[config.mk]
export PLATFORM = sky130hd
export DESIGN_NAME = pd_mac_reset_irq_ctl
export DESIGN_NICKNAME = d
export VERILOG_FILES = /design/src/common/pd_rst_pkg.sv /design/src/verilog/pd_mac_reset_irq_ctl.sv /design/src/verilog/rst_release_sync.sv /design/src/verilog/sop_irq_status.sv
export SDC_FILE = /design/constraint.sdc
export NUM_CORES = 1
export LEC_CHECK = 0
export BUFFER_PORTS_ARGS = -buffer_cell sky130_fd_sc_hd__buf_2
export CORE_UTILIZATION = 40
export DETAILED_ROUTE_END_ITERATION = 10
export PLACE_DENSITY = 0.79
export SLEW_MARGIN = 20
export SYNTH_ARGS = -nofsm -noshare
export SYNTH_HDL_FRONTEND = slang
export SYNTH_SLANG_ARGS = --single-unit
[constraint.sdc]
create_clock -name sys_clk -period 1.7 [get_ports sys_clk]
set_input_delay 0 -clock sys_clk [delete_from_list [all_inputs] [get_ports sys_clk]]
set_output_delay 0 -clock sys_clk [all_outputs]
set_load 0.02 [all_outputs]
[src/common/pd_rst_pkg.sv]
// Purpose: Shared constants for the MAC reset and start-of-packet interrupt control block
// Assumes: APB register access, 32-bit data, one aligned word per register
// Notes:   Register indices are word indices; byte address is four times the index
package pd_rst_pkg;
    localparam int          DATA_W        = 32;
    localparam int          ADDR_W        = 16;
    localparam int          IDX_W         = 14;
    localparam int          SOP_W         = 5;
    localparam int          REG_W         = 8;
    // Register indices (byte address = index * 4)
    localparam logic [13:0] IDX_SOP_EN    = 14'h1a8a;
    localparam logic [13:0] IDX_RST_CTL   = 14'h1a8b;
    localparam logic [13:0] IDX_SOP_STAT  = 14'h1a8c;
    localparam logic [13:0] IDX_SOP_CLR   = 14'h1a8d;
    localparam logic [13:0] IDX_RX_CFG    = 14'h1a8e;
    // Field positions in the reset control register
    localparam int          BIT_MAC_SRST  = 7;
    localparam int          BIT_CODEC_SRST = 6;
    localparam int          BIT_PROTO_RST = 0;
    // Field position of the receiver enable in the receive config register
    localparam int          BIT_RX_EN     = 0;
    // Values after reset
    localparam logic [4:0]  SOP_EN_RST    = 5'h00;
    localparam logic [4:0]  SOP_STAT_RST  = 5'h00;
    localparam logic        CTL_BIT_RST   = 1'b0;
    localparam logic        RX_EN_RST     = 1'b0;
endpackage : pd_rst_pkg

[src/verilog/pd_mac_reset_irq_ctl.sv]
// Purpose: Reset control and start-of-packet interrupt enables of the protocol MAC
// Assumes: APB slave, zero wait states, registers in byte lane 0
// Notes:   Reset outputs are active low, the clears and enables active high; all fan out to the rest of the MAC
`timescale 1ns/1ps
module pd_mac_reset_irq_ctl
    import pd_rst_pkg::*;
(
    input  wire logic              sys_clk,            // System clock, 25 MHz
    input  wire logic              resetn,             // External reset, active low
    // APB slave
    input  wire logic              psel,               // Slave select
    input  wire logic              penable,            // Access phase
    input  wire logic              pwrite,             // Write direction
    input  wire logic [ADDR_W-1:0] paddr,              // Byte address
    input  wire logic [DATA_W-1:0] pwdata,             // Write data
    input  wire logic [3:0]        pstrb,              // Byte strobes
    output logic      [DATA_W-1:0] prdata,             // Read data
    output logic                   pready,             // Always ready
    output logic                   pslverr,            // Unmapped address
    // Events from the receive path
    input  wire logic [SOP_W-1:0]  sop_detect,         // Ordered-set kind pulses
    output logic                   sop_irq,            // Interrupt level
    // Reset fan-out; the clears and enables are active high, the rest active low
    output logic                   mac_rst_n,          // Whole MAC
    output logic                   mac_cfg_rst_n,      // MAC config incl. codec timing
    output logic                   codec_rst_n,        // Encoder and decoder logic
    output logic                   receive_controller_fsm_rst_n,       // Receive controller FSM
    output logic                   transmit_controller_fsm_rst_n,       // Transmit controller FSM
    output logic                   tx_serdes_rst_n,    // Serialiser and 4b5b encoder
    output logic                   tx_cmd_clr,         // Clear go and reset-send bits
    output logic                   fw_tx_en_clr,       // Clear firmware transmit enable
    output logic                   keep_state_rst_n,   // Counters, FIFO, CDR, CRC, BIST, PM
    output logic                   hard_reset_det_en,  // Hard and cable reset detect
    output logic                   receiver_enable     // Receiver enable level
);
    logic             rst_n;
    logic [4:0]       sop_en_q;
    logic             mac_srst_q;
    logic             codec_srst_q;
    logic             proto_rst_q;
    logic             rx_en_q;
    logic [DATA_W-1:0] prdata_q;
    logic             pslverr_q;
    logic [SOP_W-1:0] sop_status;

    // Word index decode, used for both reads and writes
    function automatic logic hit(input logic [ADDR_W-1:0] a, input logic [IDX_W-1:0] idx);
        hit = (a[ADDR_W-1:2] == idx);
    endfunction : hit

    // External reset released through two flip-flops
    rst_release_sync u_rst_sync (
        .clk    (sys_clk),
        .arst_n (resetn),
        .srst_n (rst_n)
    );

    // APB phase decode
    wire setup_ph  = psel & ~penable;
    wire access_ph = psel & penable;
    wire wr_lane0  = access_ph & pwrite & pstrb[0];

    // Register selection
    wire sel_sop_en   = hit(paddr, IDX_SOP_EN);
    wire sel_rst_ctl  = hit(paddr, IDX_RST_CTL);
    wire sel_sop_stat = hit(paddr, IDX_SOP_STAT);
    wire sel_sop_clr  = hit(paddr, IDX_SOP_CLR);
    wire sel_rx_cfg   = hit(paddr, IDX_RX_CFG);
    wire sel_any      = sel_sop_en | sel_rst_ctl | sel_sop_stat
                      | sel_sop_clr | sel_rx_cfg;

    // Write strobes
    wire wr_sop_en  = wr_lane0 & sel_sop_en;
    wire wr_rst_ctl = wr_lane0 & sel_rst_ctl;
    wire wr_sop_clr = wr_lane0 & sel_sop_clr;
    wire wr_rx_cfg  = wr_lane0 & sel_rx_cfg;

    // Start-of-packet interrupt enables; cleared at reset and by soft reset
    always_ff @(posedge sys_clk or negedge rst_n) begin
        if (!rst_n) begin
            sop_en_q <= SOP_EN_RST;
        end else if (mac_srst_q) begin
            sop_en_q <= SOP_EN_RST;
        end else if (wr_sop_en) begin
            sop_en_q <= pwdata[SOP_W-1:0];
        end
    end

    // Soft reset bit: cleared by the external reset or a write of zero, never by itself
    always_ff @(posedge sys_clk or negedge rst_n) begin
        if (!rst_n) begin
            mac_srst_q <= CTL_BIT_RST;
        end else if (wr_rst_ctl) begin
            mac_srst_q <= pwdata[BIT_MAC_SRST];
        end
    end

    // Codec and protocol reset bits; the MAC soft reset clears them
    always_ff @(posedge sys_clk or negedge rst_n) begin
        if (!rst_n) begin
            codec_srst_q <= CTL_BIT_RST;
            proto_rst_q  <= CTL_BIT_RST;
        end else if (mac_srst_q) begin
            codec_srst_q <= CTL_BIT_RST;
            proto_rst_q  <= CTL_BIT_RST;
        end else if (wr_rst_ctl) begin
            codec_srst_q <= pwdata[BIT_CODEC_SRST];
            proto_rst_q  <= pwdata[BIT_PROTO_RST];
        end
    end

    // Receiver enable: survives protocol and codec resets
    always_ff @(posedge sys_clk or negedge rst_n) begin
        if (!rst_n) begin
            rx_en_q <= RX_EN_RST;
        end else if (mac_srst_q) begin
            rx_en_q <= RX_EN_RST;
        end else if (wr_rx_cfg) begin
            rx_en_q <= pwdata[BIT_RX_EN];
        end
    end

    // Sticky status, clear register and interrupt gating
    sop_irq_status u_sop_irq (
        .clk       (sys_clk),
        .rst_n     (rst_n),
        .soft_clr  (mac_srst_q),
        .sop_event (sop_detect),
        .clr_wr    (wr_sop_clr),
        .clr_mask  (pwdata[SOP_W-1:0]),
        .enables   (sop_en_q),
        .status    (sop_status),
        .irq       (sop_irq)
    );

    // Read data selection; reserved bits and write-only clear read zero
    wire [7:0] rd_sop_en  = {3'h0, sop_en_q};
    wire [7:0] rd_rst_ctl = {mac_srst_q, codec_srst_q, 5'h00, proto_rst_q};
    wire [7:0] rd_stat    = {3'h0, sop_status};
    wire [7:0] rd_rx_cfg  = {7'h00, rx_en_q};
    wire [7:0] rd_byte    = sel_sop_en   ? rd_sop_en
                          : sel_rst_ctl  ? rd_rst_ctl
                          : sel_sop_stat ? rd_stat
                          : sel_rx_cfg   ? rd_rx_cfg
                          : 8'h00;

    // Read data and error captured in the setup cycle, held through access
    always_ff @(posedge sys_clk or negedge rst_n) begin
        if (!rst_n) begin
            prdata_q  <= 32'h0000_0000;
            pslverr_q <= 1'b0;
        end else if (setup_ph) begin
            prdata_q  <= pwrite ? 32'h0000_0000 : {24'h00_0000, rd_byte};
            pslverr_q <= ~sel_any;
        end
    end

    assign prdata  = prdata_q;
    assign pslverr = pslverr_q & access_ph;
    assign pready  = 1'b1;

    // Whole MAC held while the soft reset bit reads one
    assign mac_rst_n     = rst_n & ~mac_srst_q;
    // Configuration kept by the codec reset, cleared by the MAC reset
    assign mac_cfg_rst_n = rst_n & ~mac_srst_q;
    // Codec logic only; its timing registers sit under mac_cfg_rst_n
    assign codec_rst_n   = rst_n & ~mac_srst_q & ~codec_srst_q;

    // Protocol reset targets
    assign receive_controller_fsm_rst_n    = mac_rst_n & ~proto_rst_q;
    assign transmit_controller_fsm_rst_n    = mac_rst_n & ~proto_rst_q;
    assign tx_serdes_rst_n = mac_rst_n & ~proto_rst_q;
    assign tx_cmd_clr      = proto_rst_q;
    assign fw_tx_en_clr    = proto_rst_q;

    // Logic the protocol reset must leave alone
    assign keep_state_rst_n = mac_rst_n;

    // Detection stays armed across a protocol reset
    assign hard_reset_det_en = rx_en_q;
    assign receiver_enable   = rx_en_q;
endmodule : pd_mac_reset_irq_ctl

[src/verilog/rst_release_sync.sv]
// Purpose: Asynchronous assert, synchronous release of the external reset
// Assumes: Active-low reset input
// Notes:   Two flip-flops; only the second one is used downstream
`timescale 1ns/1ps
module rst_release_sync (
    input  wire logic clk,      // System clock
    input  wire logic arst_n,   // Raw active-low reset
    output logic      srst_n    // Released reset copy
);
    logic meta_q;
    logic hold_q;

    // Two-stage release chain
    always_ff @(posedge clk or negedge arst_n) begin
        if (!arst_n) begin
            meta_q <= 1'b0;
            hold_q <= 1'b0;
        end else begin
            meta_q <= 1'b1;
            hold_q <= meta_q;
        end
    end

    assign srst_n = hold_q;
endmodule : rst_release_sync

[src/verilog/sop_irq_status.sv]
// Purpose: Sticky start-of-packet status bits and gated interrupt output
// Assumes: Event inputs are one-cycle pulses synchronous to clk
// Notes:   Set wins over a clear in the same cycle
`timescale 1ns/1ps
module sop_irq_status
    import pd_rst_pkg::*;
(
    input  wire logic             clk,        // System clock
    input  wire logic             rst_n,      // Synchronised reset
    input  wire logic             soft_clr,   // MAC soft reset hold
    input  wire logic [SOP_W-1:0] sop_event,  // Detected ordered-set pulses
    input  wire logic             clr_wr,     // Clear register write strobe
    input  wire logic [SOP_W-1:0] clr_mask,   // Bits to clear
    input  wire logic [SOP_W-1:0] enables,    // Interrupt enables
    output logic      [SOP_W-1:0] status,     // Sticky status
    output logic                  irq         // Level interrupt
);
    logic [SOP_W-1:0] stat_q;
    logic [SOP_W-1:0] stat_d;
    logic [SOP_W-1:0] clr_eff;

    // Clear only on a write; events set whatever the enables, except while soft_clr holds
    assign clr_eff = clr_wr ? clr_mask : '0;
    assign stat_d  = (stat_q & ~clr_eff) | sop_event;

    always_ff @(posedge clk or negedge rst_n) begin
        if (!rst_n) begin
            stat_q <= SOP_STAT_RST;
        end else if (soft_clr) begin
            stat_q <= SOP_STAT_RST;
        end else begin
            stat_q <= stat_d;
        end
    end

    // Each enable bit gates its own kind only
    assign status = stat_q;
    assign irq    = |(stat_q & enables);
endmodule : sop_irq_status

Word-level counts from Yosys, hierarchy flattened
Cells that the tools add are included.
{ "word_totals": {"regBits": 49, "out_inout_bits": 46} }
{ "op_classes": {"n_eq_ne": 5, "muxes": 15, "bitwise_logic": 25, "reduce_logical": 4} }
{ "op_table": {"columns": ["operator", "n"], "rows": [
  ["== test 14 x 13 -> 1 bit (second input constant)", 5],
  ["two-way mux 5 bit", 5],
  ["two-way mux 8 bit", 3],
  ["AND 1 bit", 12],
  ["AND 5 bit", 2],
  ["two-way mux 1 bit", 7],
  ["nonzero test 2 bit", 3],
  ["inverter 1 bit", 5],
  ["inverter 5 bit", 1],
  ["OR 5 bit", 1],
  ["OR reduction 5 bit", 1],
  ["OR 1 bit", 4]
]} }

Depth between registers and ports, before layout
Gate-level depths: netlist of the first run.
{ "depth": {"ltp_word": 9, "depth_mapped": 5, "depth_no_buf": 4} }

By module
From an unflattened synthesis of the first run, not the netlist that was laid out.
{ "unflattened": {"hier_cells": 158, "hier_area_um2": 1547.7} }
{ "modules_own_cells": {"columns": ["mod", "n_inst", "cells_per_inst", "area_each_um2", "seq_area_each_um2"], "rows": [
  ["pd_mac_reset_irq_ctl", 1, 137, 1260.0, 425.4],
  ["sop_irq_status", 1, 18, 234.0, 125.1],
  ["rst_release_sync", 1, 3, 53.8, 50.0]
]} }

Worst setup path after synthesis of the first run
Ideal clock, no wire load.
{ "synth_timing": {"path_type": "input -> register", "startpoint": "input paddr[7]", "endpoint": "register mac_srst_q", "setup_time_ns": 0.128, "arrival_ns": 1.721, "path_slack_ns": -0.148, "stages": 5, "path_cell_list": "or3b_1 -> clkbuf_1 -> or4_1 -> and4bb_2 -> mux2_1"} }
{ "synth_between": {"elab_chain_len": 2} }
{ "synth_lines": {"columns": ["element", "line", "text"], "rows": [
  ["start, declared", "pd_mac_reset_irq_ctl.sv:14", "input wire logic [ADDR_W-1:0] paddr,"],
  ["== test 14 x 13 -> 1 bit", "pd_mac_reset_irq_ctl.sv:48", "hit = (a[ADDR_W-1:2] == idx);"],
  ["AND 1 bit", "pd_mac_reset_irq_ctl.sv:74", "wire wr_rst_ctl = wr_lane0 & sel_rst_ctl;"],
  ["end signal, assigned", "pd_mac_reset_irq_ctl.sv:94", "mac_srst_q <= pwdata[BIT_MAC_SRST];"],
  ["end, declared", "pd_mac_reset_irq_ctl.sv:38", "logic mac_srst_q;"]
]} }
No other way between the ends.
A chain may end at the register's enable or synchronous reset.

Final worst setup path of the first run
{ "layout_timing": {"startpoint": "register mac_srst_q", "endpoint": "output receive_controller_fsm_rst_n"} }
{ "layout_between": {"elab_chain_len": 3} }
{ "layout_lines": {"columns": ["element", "line", "text"], "rows": [
  ["inverter 1 bit", "pd_mac_reset_irq_ctl.sv:163", "assign mac_rst_n = rst_n & ~mac_srst_q;"],
  ["AND 1 bit", "pd_mac_reset_irq_ctl.sv:163", null],
  ["AND 1 bit", "pd_mac_reset_irq_ctl.sv:170", "assign receive_controller_fsm_rst_n = mac_rst_n & ~proto_rst_q;"],
  ["end, declared", "pd_mac_reset_irq_ctl.sv:27", "output logic receive_controller_fsm_rst_n,"]
]} }
No other way between the ends.

==> impl_metrics.env, run 1 <==
export IMPL_status="completed"
export IMPL_drc=0
export IMPL_netlist_area_um2=1470
export IMPL_route_vias_total=1331
export IMPL_power_w=0.00118
export IMPL_grt_max_degree=23
export IMPL_grt_pass1_vias=1189
export IMPL_nets=287
export IMPL_drtPass1Iterations=4
export IMPL_min_from="paddr[4]"
export IMPL_hold_viol=0
export IMPL_finalMaxSlewViolations=0
export IMPL_area_growth_pct=28.8
export IMPL_cts_hold_fix_buffers=14
export IMPL_routed_wl_um=3260
export IMPL_fin_util=0.554
export IMPL_cts_tree="yes"
export IMPL_drive_gt1_frac=0.326
export IMPL_wl_per_cell_um=12.1
export IMPL_num_antenna_cells=0
export IMPL_path_buf_inv=1
export IMPL_setup_viol_count_final=0
export IMPL_rsz0062_at_grt="false"
export IMPL_htreeDepth=1
export IMPL_criticalPathCategory="reg -> out"
export IMPL_clock_sinks=24
export IMPL_finalCritPeriodShare=0.881
export IMPL_viasPerCell=4.93
export IMPL_die_area_um2=3920
export IMPL_die_w_um=62.6
export IMPL_slowest_stage="dfrtp_1"
export IMPL_startpoint_type="flip-flop"
export IMPL_combPwrFrac=0.161
export IMPL_port_buffers=51
export IMPL_layout_commonest_cell="buf_2"
export IMPL_netSwitchingFraction=0.251
export IMPL_rrSetupSlack_ns=0.58
export IMPL_clk_latency_ns=0.33
export IMPL_cts_setup_buffers=0
export IMPL_required_ns=1.70
export IMPL_power_leakage_nw=0.943
export IMPL_num_rows=21
export IMPL_clk_path_buf_depth=2
export IMPL_worstPathCellList="nand2b_1 > nor2_1 > buf_2"
export IMPL_ant_nets=0
export IMPL_grt_overflow_total=0
export IMPL_min_period_ns=1.50
export IMPL_p_seq_frac=0.489
export IMPL_p_per_area_nw_per_um2=626
export IMPL_drt_iter0_drc=37
export IMPL_internal_power_w=0.000888
export IMPL_p_clk_frac=0.350
export IMPL_min_to="hard_reset_det_en"
export IMPL_io_pins=108
export IMPL_yosysSeqAreaShare=0.409
export IMPL_max_cap_violations=0
export IMPL_rr_worst_depth=2
export IMPL_grt_pass1_wl_um=5380
export IMPL_root_buffer="clkbuf_4"
export IMPL_grt_use_total=0.174
export IMPL_clk_pin_slew_ns=0.12
export IMPL_critPathArrivalTime_ns=1.50
export IMPL_holdPathStages=3
export IMPL_critPathTopFamily="flip-flops"
export IMPL_crit_path_max_fanout=18
export IMPL_initial_core_util=0.430
export IMPL_ys_types=37
export IMPL_dp_hpwl_um=2370
export IMPL_synth_area_leaders="dfrtp_1 41%, buf_4 16%, nand3_1 3.4%"
export IMPL_die_h_um=62.6
export IMPL_final_cell_mix="51 x buf_2, 27 x conb_1, 24 x dfrtp_1, 14 x dlygate4sd3_1, 11 x buf_4"
export IMPL_peakVddDrop_uv=297
export IMPL_power_switching_w=0.000297
export IMPL_endpoint_kind="output pin"
export IMPL_avgSynthCellArea_um2=9.30
export IMPL_reg2reg_to="hard_reset_det_en"
export IMPL_synth_top_area_frac=0.409
export IMPL_synth_seq_cells=24
export IMPL_place_gp_congestion=0.773
export IMPL_worst_slew_pin_slew_ns=0.504
export IMPL_cts_resized=0
export IMPL_synth_warnings=0
export IMPL_rr_startpoint="mac_srst_q"
export IMPL_postSynthCellCount=158
export IMPL_skew_ns=0.0111
export IMPL_antenna_found_initial=0
export IMPL_slew_headroom=0.664
export IMPL_core_area_um2=3420
export IMPL_synth_top_cell_by_area="dfrtp_1"
export IMPL_cts_made_buffers=3
export IMPL_hold_class="in -> reg"
export IMPL_max_freq_ghz=0.667
export IMPL_crit_path_max_incr_delay_ns=0.58
## registers in the layout (all words and copies together), names as in the netlist
signal,count
mac_srst_q,1
pslverr_q,1
hard_reset_det_en,1
sop_en_q,5
u_rst_sync.meta_q,1
fw_tx_en_clr,1
codec_srst_q,1
prdata,7
u_sop_irq.status,5
u_rst_sync.srst_n,1
## worst register-to-register path, cell delays in order, from the launching register on
cell      delay (ns)
dfrtp_1         0.58
nand2b_1        0.26
o31ai_1         0.19
## per-stage QoR
step / worst slack, ns / area, µm² / hold slack (ns) / TNS, ns / cells
final: 0.202 / 1890 / 0.0576 / 0 / 270
after global routing: 0.0683 / 1890 / 0.0746 / 0 / 270
after CTS: 0.180 / 1890 / 0.0534 / 0 / 270
after detailed placement: -0.122 / 1700 / -0.211 / -0.314 / 252
after global placement: -0.0890 / 1700 / -0.212 / -0.162 / 252
after floorplan: -0.109 / 1570 / -0.296 / -0.109 / 183
## power by group through the flow
stage                     registers, W  clock network [W]  logic (W)
after global placement        0.000590                  0   0.000163
final                         0.000579           0.000415   0.000191
after global routing          0.000580           0.000450   0.000208
after detailed placement      0.000589                  0   0.000165
after floorplan               0.000596                  0   0.000145
after CTS                     0.000579           0.000419   0.000190
## logic make-up after synthesis
| logic type | synth area share |
|---|---|
| AOI/OAI and AO/OA | 0.113 |
| DFF | 0.409 |
| buffers and inverters | 0.187 |
| and+or+nand+nor | 0.265 |
| other | 0.00511 |
| muxes | 0.0213 |
## worst max-delay path by stage
stage	slack, ns	end	start	cells past startpoint
after floorplan	-0.11	mac_srst_q	paddr[7]	5
after detailed placement	-0.12	mac_srst_q	paddr[8]	5
after global placement	-0.09	mac_srst_q	paddr[8]	5
after global routing	0.07	receive_controller_fsm_rst_n	mac_srst_q	3
after CTS	0.18	receive_controller_fsm_rst_n	mac_srst_q	3
final	0.20	receive_controller_fsm_rst_n	mac_srst_q	3
## synthesized netlist by cell type
cell type,count
nand2_1,8
nor2b_1,2
o22ai_1,1
nand3_1,10
or3b_1,1
nand4bb_1,1
and3_1,1
and4b_1,1
conb_1,2
and4bb_2,1
mux2_1,1
a21oi_1,5
o21ai_0,10
nand3b_1,1
or3b_2,2
nor4bb_1,5
nor4_1,2
dfrtp_1,24
or4bb_1,1
or2_2,1
inv_1,2
a222oi_1,1
buf_1,1
o31ai_1,1
nand4_1,1
or4_1,2
nor2_1,7
nor4_2,1
a22o_1,2
nor3b_1,2
buf_4,32
a32oi_1,4
nor3_1,6
clkbuf_1,6
nand2b_1,6
mux2i_1,2
a22oi_1,2
## cell type report
cell class / count / area (µm²)
flip-flops and latches: 24 / 601
fillers: 318 / 1520
clock inverters: 1 / 30.0
clock buffers: 3 / 22.5
well taps: 46 / 57.6
repair buffers: 76 / 478
inverters: 2 / 7.51
multi-input cells: 118 / 696
## metal layers
metal  vias to the layer above  track usage  wire [µm]
li1                        642            -          -
met1                       619        0.221       1370
met2                        65        0.296       1600
met3                         5       0.0201        224
met4                         0       0.0785         58
met5                         -            0          0
No activity file was read; power rests on OpenSTA's default activity.
==> run 2, diff against run 1 <==
==> constraint.sdc (replaced) <==
create_clock -name sys_clk -period 1.5 [get_ports sys_clk]
set_input_delay 0 -clock sys_clk [delete_from_list [all_inputs] [get_ports sys_clk]]
set_output_delay 0 -clock sys_clk [all_outputs]
set_load 0.02 [all_outputs]
==> impl_metrics.env, run 2 (synthesis gave the netlist of run 1 again) <==
export IMPL_status="completed"
export IMPL_slowest_stage="or4bb_1"
export IMPL_drt_iter0_drc=66
export IMPL_rr_worst_depth=2
export IMPL_crit_path_max_fanout=3
export IMPL_finalMaxSlewViolations=0
export IMPL_critPathArrivalTime_ns=1.68
export IMPL_combPwrFrac=0.187
export IMPL_worstPathCellList="buf_6 > or4bb_1 > or4_4 > and4bb_2 > mux2_4"
export IMPL_grt_pass1_vias=1252
export IMPL_peakVddDrop_uv=229
export IMPL_nets=288
export IMPL_cts_setup_buffers=0
export IMPL_startpoint_type="primary input"
export IMPL_grt_pass1_wl_um=5560
export IMPL_area_growth_pct=28.1
export IMPL_crit_path_max_incr_delay_ns=0.51
export IMPL_antenna_found_initial=0
export IMPL_grt_max_degree=23
export IMPL_internal_power_w=0.000844
export IMPL_fillers=333
export IMPL_max_freq_ghz=0.686
export IMPL_place_ws_ns=-0.313
export IMPL_endpoint_kind="flip-flop"
export IMPL_skew_ns=0.00269
export IMPL_p_seq_frac=0.557
export IMPL_hold_viol=0
export IMPL_clock_sinks=24
export IMPL_p_per_area_nw_per_um2=626
export IMPL_initial_core_util=0.430
export IMPL_worst_slack_ns=0.0430
export IMPL_io_pins=108
export IMPL_largest_register_ffs=7
export IMPL_p_clk_frac=0.256
export IMPL_dp_hpwl_um=2410
export IMPL_finalCritPeriodShare=0.971
export IMPL_drtPass1Iterations=4
export IMPL_num_antenna_cells=0
export IMPL_power_leakage_nw=0.935
export IMPL_ant_nets=0
export IMPL_use_met2=0.308
export IMPL_core_area_um2=3420
export IMPL_routed_wl_um=3260
export IMPL_hold_slack_ns=0.0467
export IMPL_grt_busiest_layer="met2"
export IMPL_required_ns=1.72
export IMPL_cts_made_buffers=3
export IMPL_die_w_um=62.6
export IMPL_cts_tree="yes"
export IMPL_clk_latency_ns=0.32
export IMPL_met3_usage=0.0164
export IMPL_final_cell_mix="50 x buf_2, 27 x conb_1, 22 x dfrtp_1, 14 x dlygate4sd3_1, 12 x buf_4"
export IMPL_place_gp_congestion=0.752
export IMPL_grt_use_total=0.178
export IMPL_max_cap_violations=0
export IMPL_rrSetupSlack_ns=0.44
export IMPL_num_rows=21
export IMPL_htreeDepth=1
export IMPL_layout_commonest_cell="buf_2"
export IMPL_min_period_ns=1.46
export IMPL_power_switching_w=0.000335
export IMPL_route_vias_total=1344
export IMPL_netSwitchingFraction=0.284
export IMPL_hold_class="in -> reg"
export IMPL_criticalPathCategory="in -> reg"
export IMPL_rsz0062_at_grt="true"
export IMPL_holdPathStages=3
export IMPL_viasPerCell=4.96
export IMPL_clk_path_buf_depth=2
export IMPL_clk_pin_slew_ns=0.13
export IMPL_die_area_um2=3920
export IMPL_die_h_um=62.6
export IMPL_wl_per_cell_um=12.0
export IMPL_drc=0
export IMPL_root_buffer="clkbuf_4"
export IMPL_drive_gt1_frac=0.333
export IMPL_port_buffers=51
export IMPL_grt_overflow_total=0
export IMPL_grt_use_met1=0.221
export IMPL_setup_viol_count_final=0
-- run 2: worst max-delay path: cells and delay by family --
family	cells	cell delay, ns
multiplexers	1	0.30
AND/OR/NAND/NOR	3	1.29
buffers and inverters	1	0.09
-- run 2: repair_timing --
item / CTS / global route
cloned: 0 / 0
hold buffers: 14 / 0
pin swaps: 0 / 0
gates resized for setup: 1 / 1
hold endpoints to repair: 14 / 0
setup endpoints to repair: 3 / 1
-- run 2: final timing paths --
| kind | from | to |
|---|---|---|
| min in group asynchronous | u_rst_sync.srst_n | prdata[2] |
| setup / recovery | paddr[8] | mac_srst_q |
| setup reg to reg | mac_srst_q | hard_reset_det_en |
| hold / removal | paddr[3] | hard_reset_det_en |
| max in group asynchronous | resetn | u_rst_sync.srst_n |
| hold reg to reg | u_rst_sync.srst_n | prdata[2] |
-- run 2: routing by layer --
layer / vias up / part of all wire
met5: - / 0
met1: 632 / 0.42
li1: 643 / -
met2: 66 / 0.51
met3: 3 / 0.058
met4: 0 / 0.010
-- run 2: cell type report --
cell class                      count  area [µm²]  area share
Sequential cell                    24         603       0.320
Tap cell                           46        57.6      0.0306
Timing Repair Buffer               77         492       0.261
Clock buffer                        4        26.3      0.0140
Multi-Input combinational cell    118         696       0.370
Inverter                            2        7.51     0.00399
-- run 2: through the flow --
| step | power [W] | instances | utilization | cell area [µm²] | TNS, ns |
|---|---|---|---|---|---|
| after floorplan | 0.000841 | 183 | - | 1570 | -0.757 |
| after global placement | 0.000855 | 253 | 0.500 | 1710 | -2.03 |
| after detailed placement | 0.000859 | 253 | 0.500 | 1710 | -2.69 |
| after CTS | 0.00118 | 271 | 0.549 | 1880 | 0 |
| after global routing | 0.00122 | 271 | 0.551 | 1880 | -0.0105 |
| final | 0.00118 | 271 | 0.551 | 1880 | 0 |
-- run 2: power by group through the flow --
| stage | Sequential (W) | Combinational, W | Clock [W] |
|---|---|---|---|
| 6_report | 0.000656 | 0.000220 | 0.000302 |
| 3_5_place_dp | 0.000669 | 0.000190 | 0 |
| 3_3_place_gp | 0.000669 | 0.000187 | 0 |
| 5_1_grt | 0.000658 | 0.000242 | 0.000324 |
| 2_1_floorplan | 0.000676 | 0.000165 | 0 |
| 4_1_cts | 0.000656 | 0.000218 | 0.000301 |
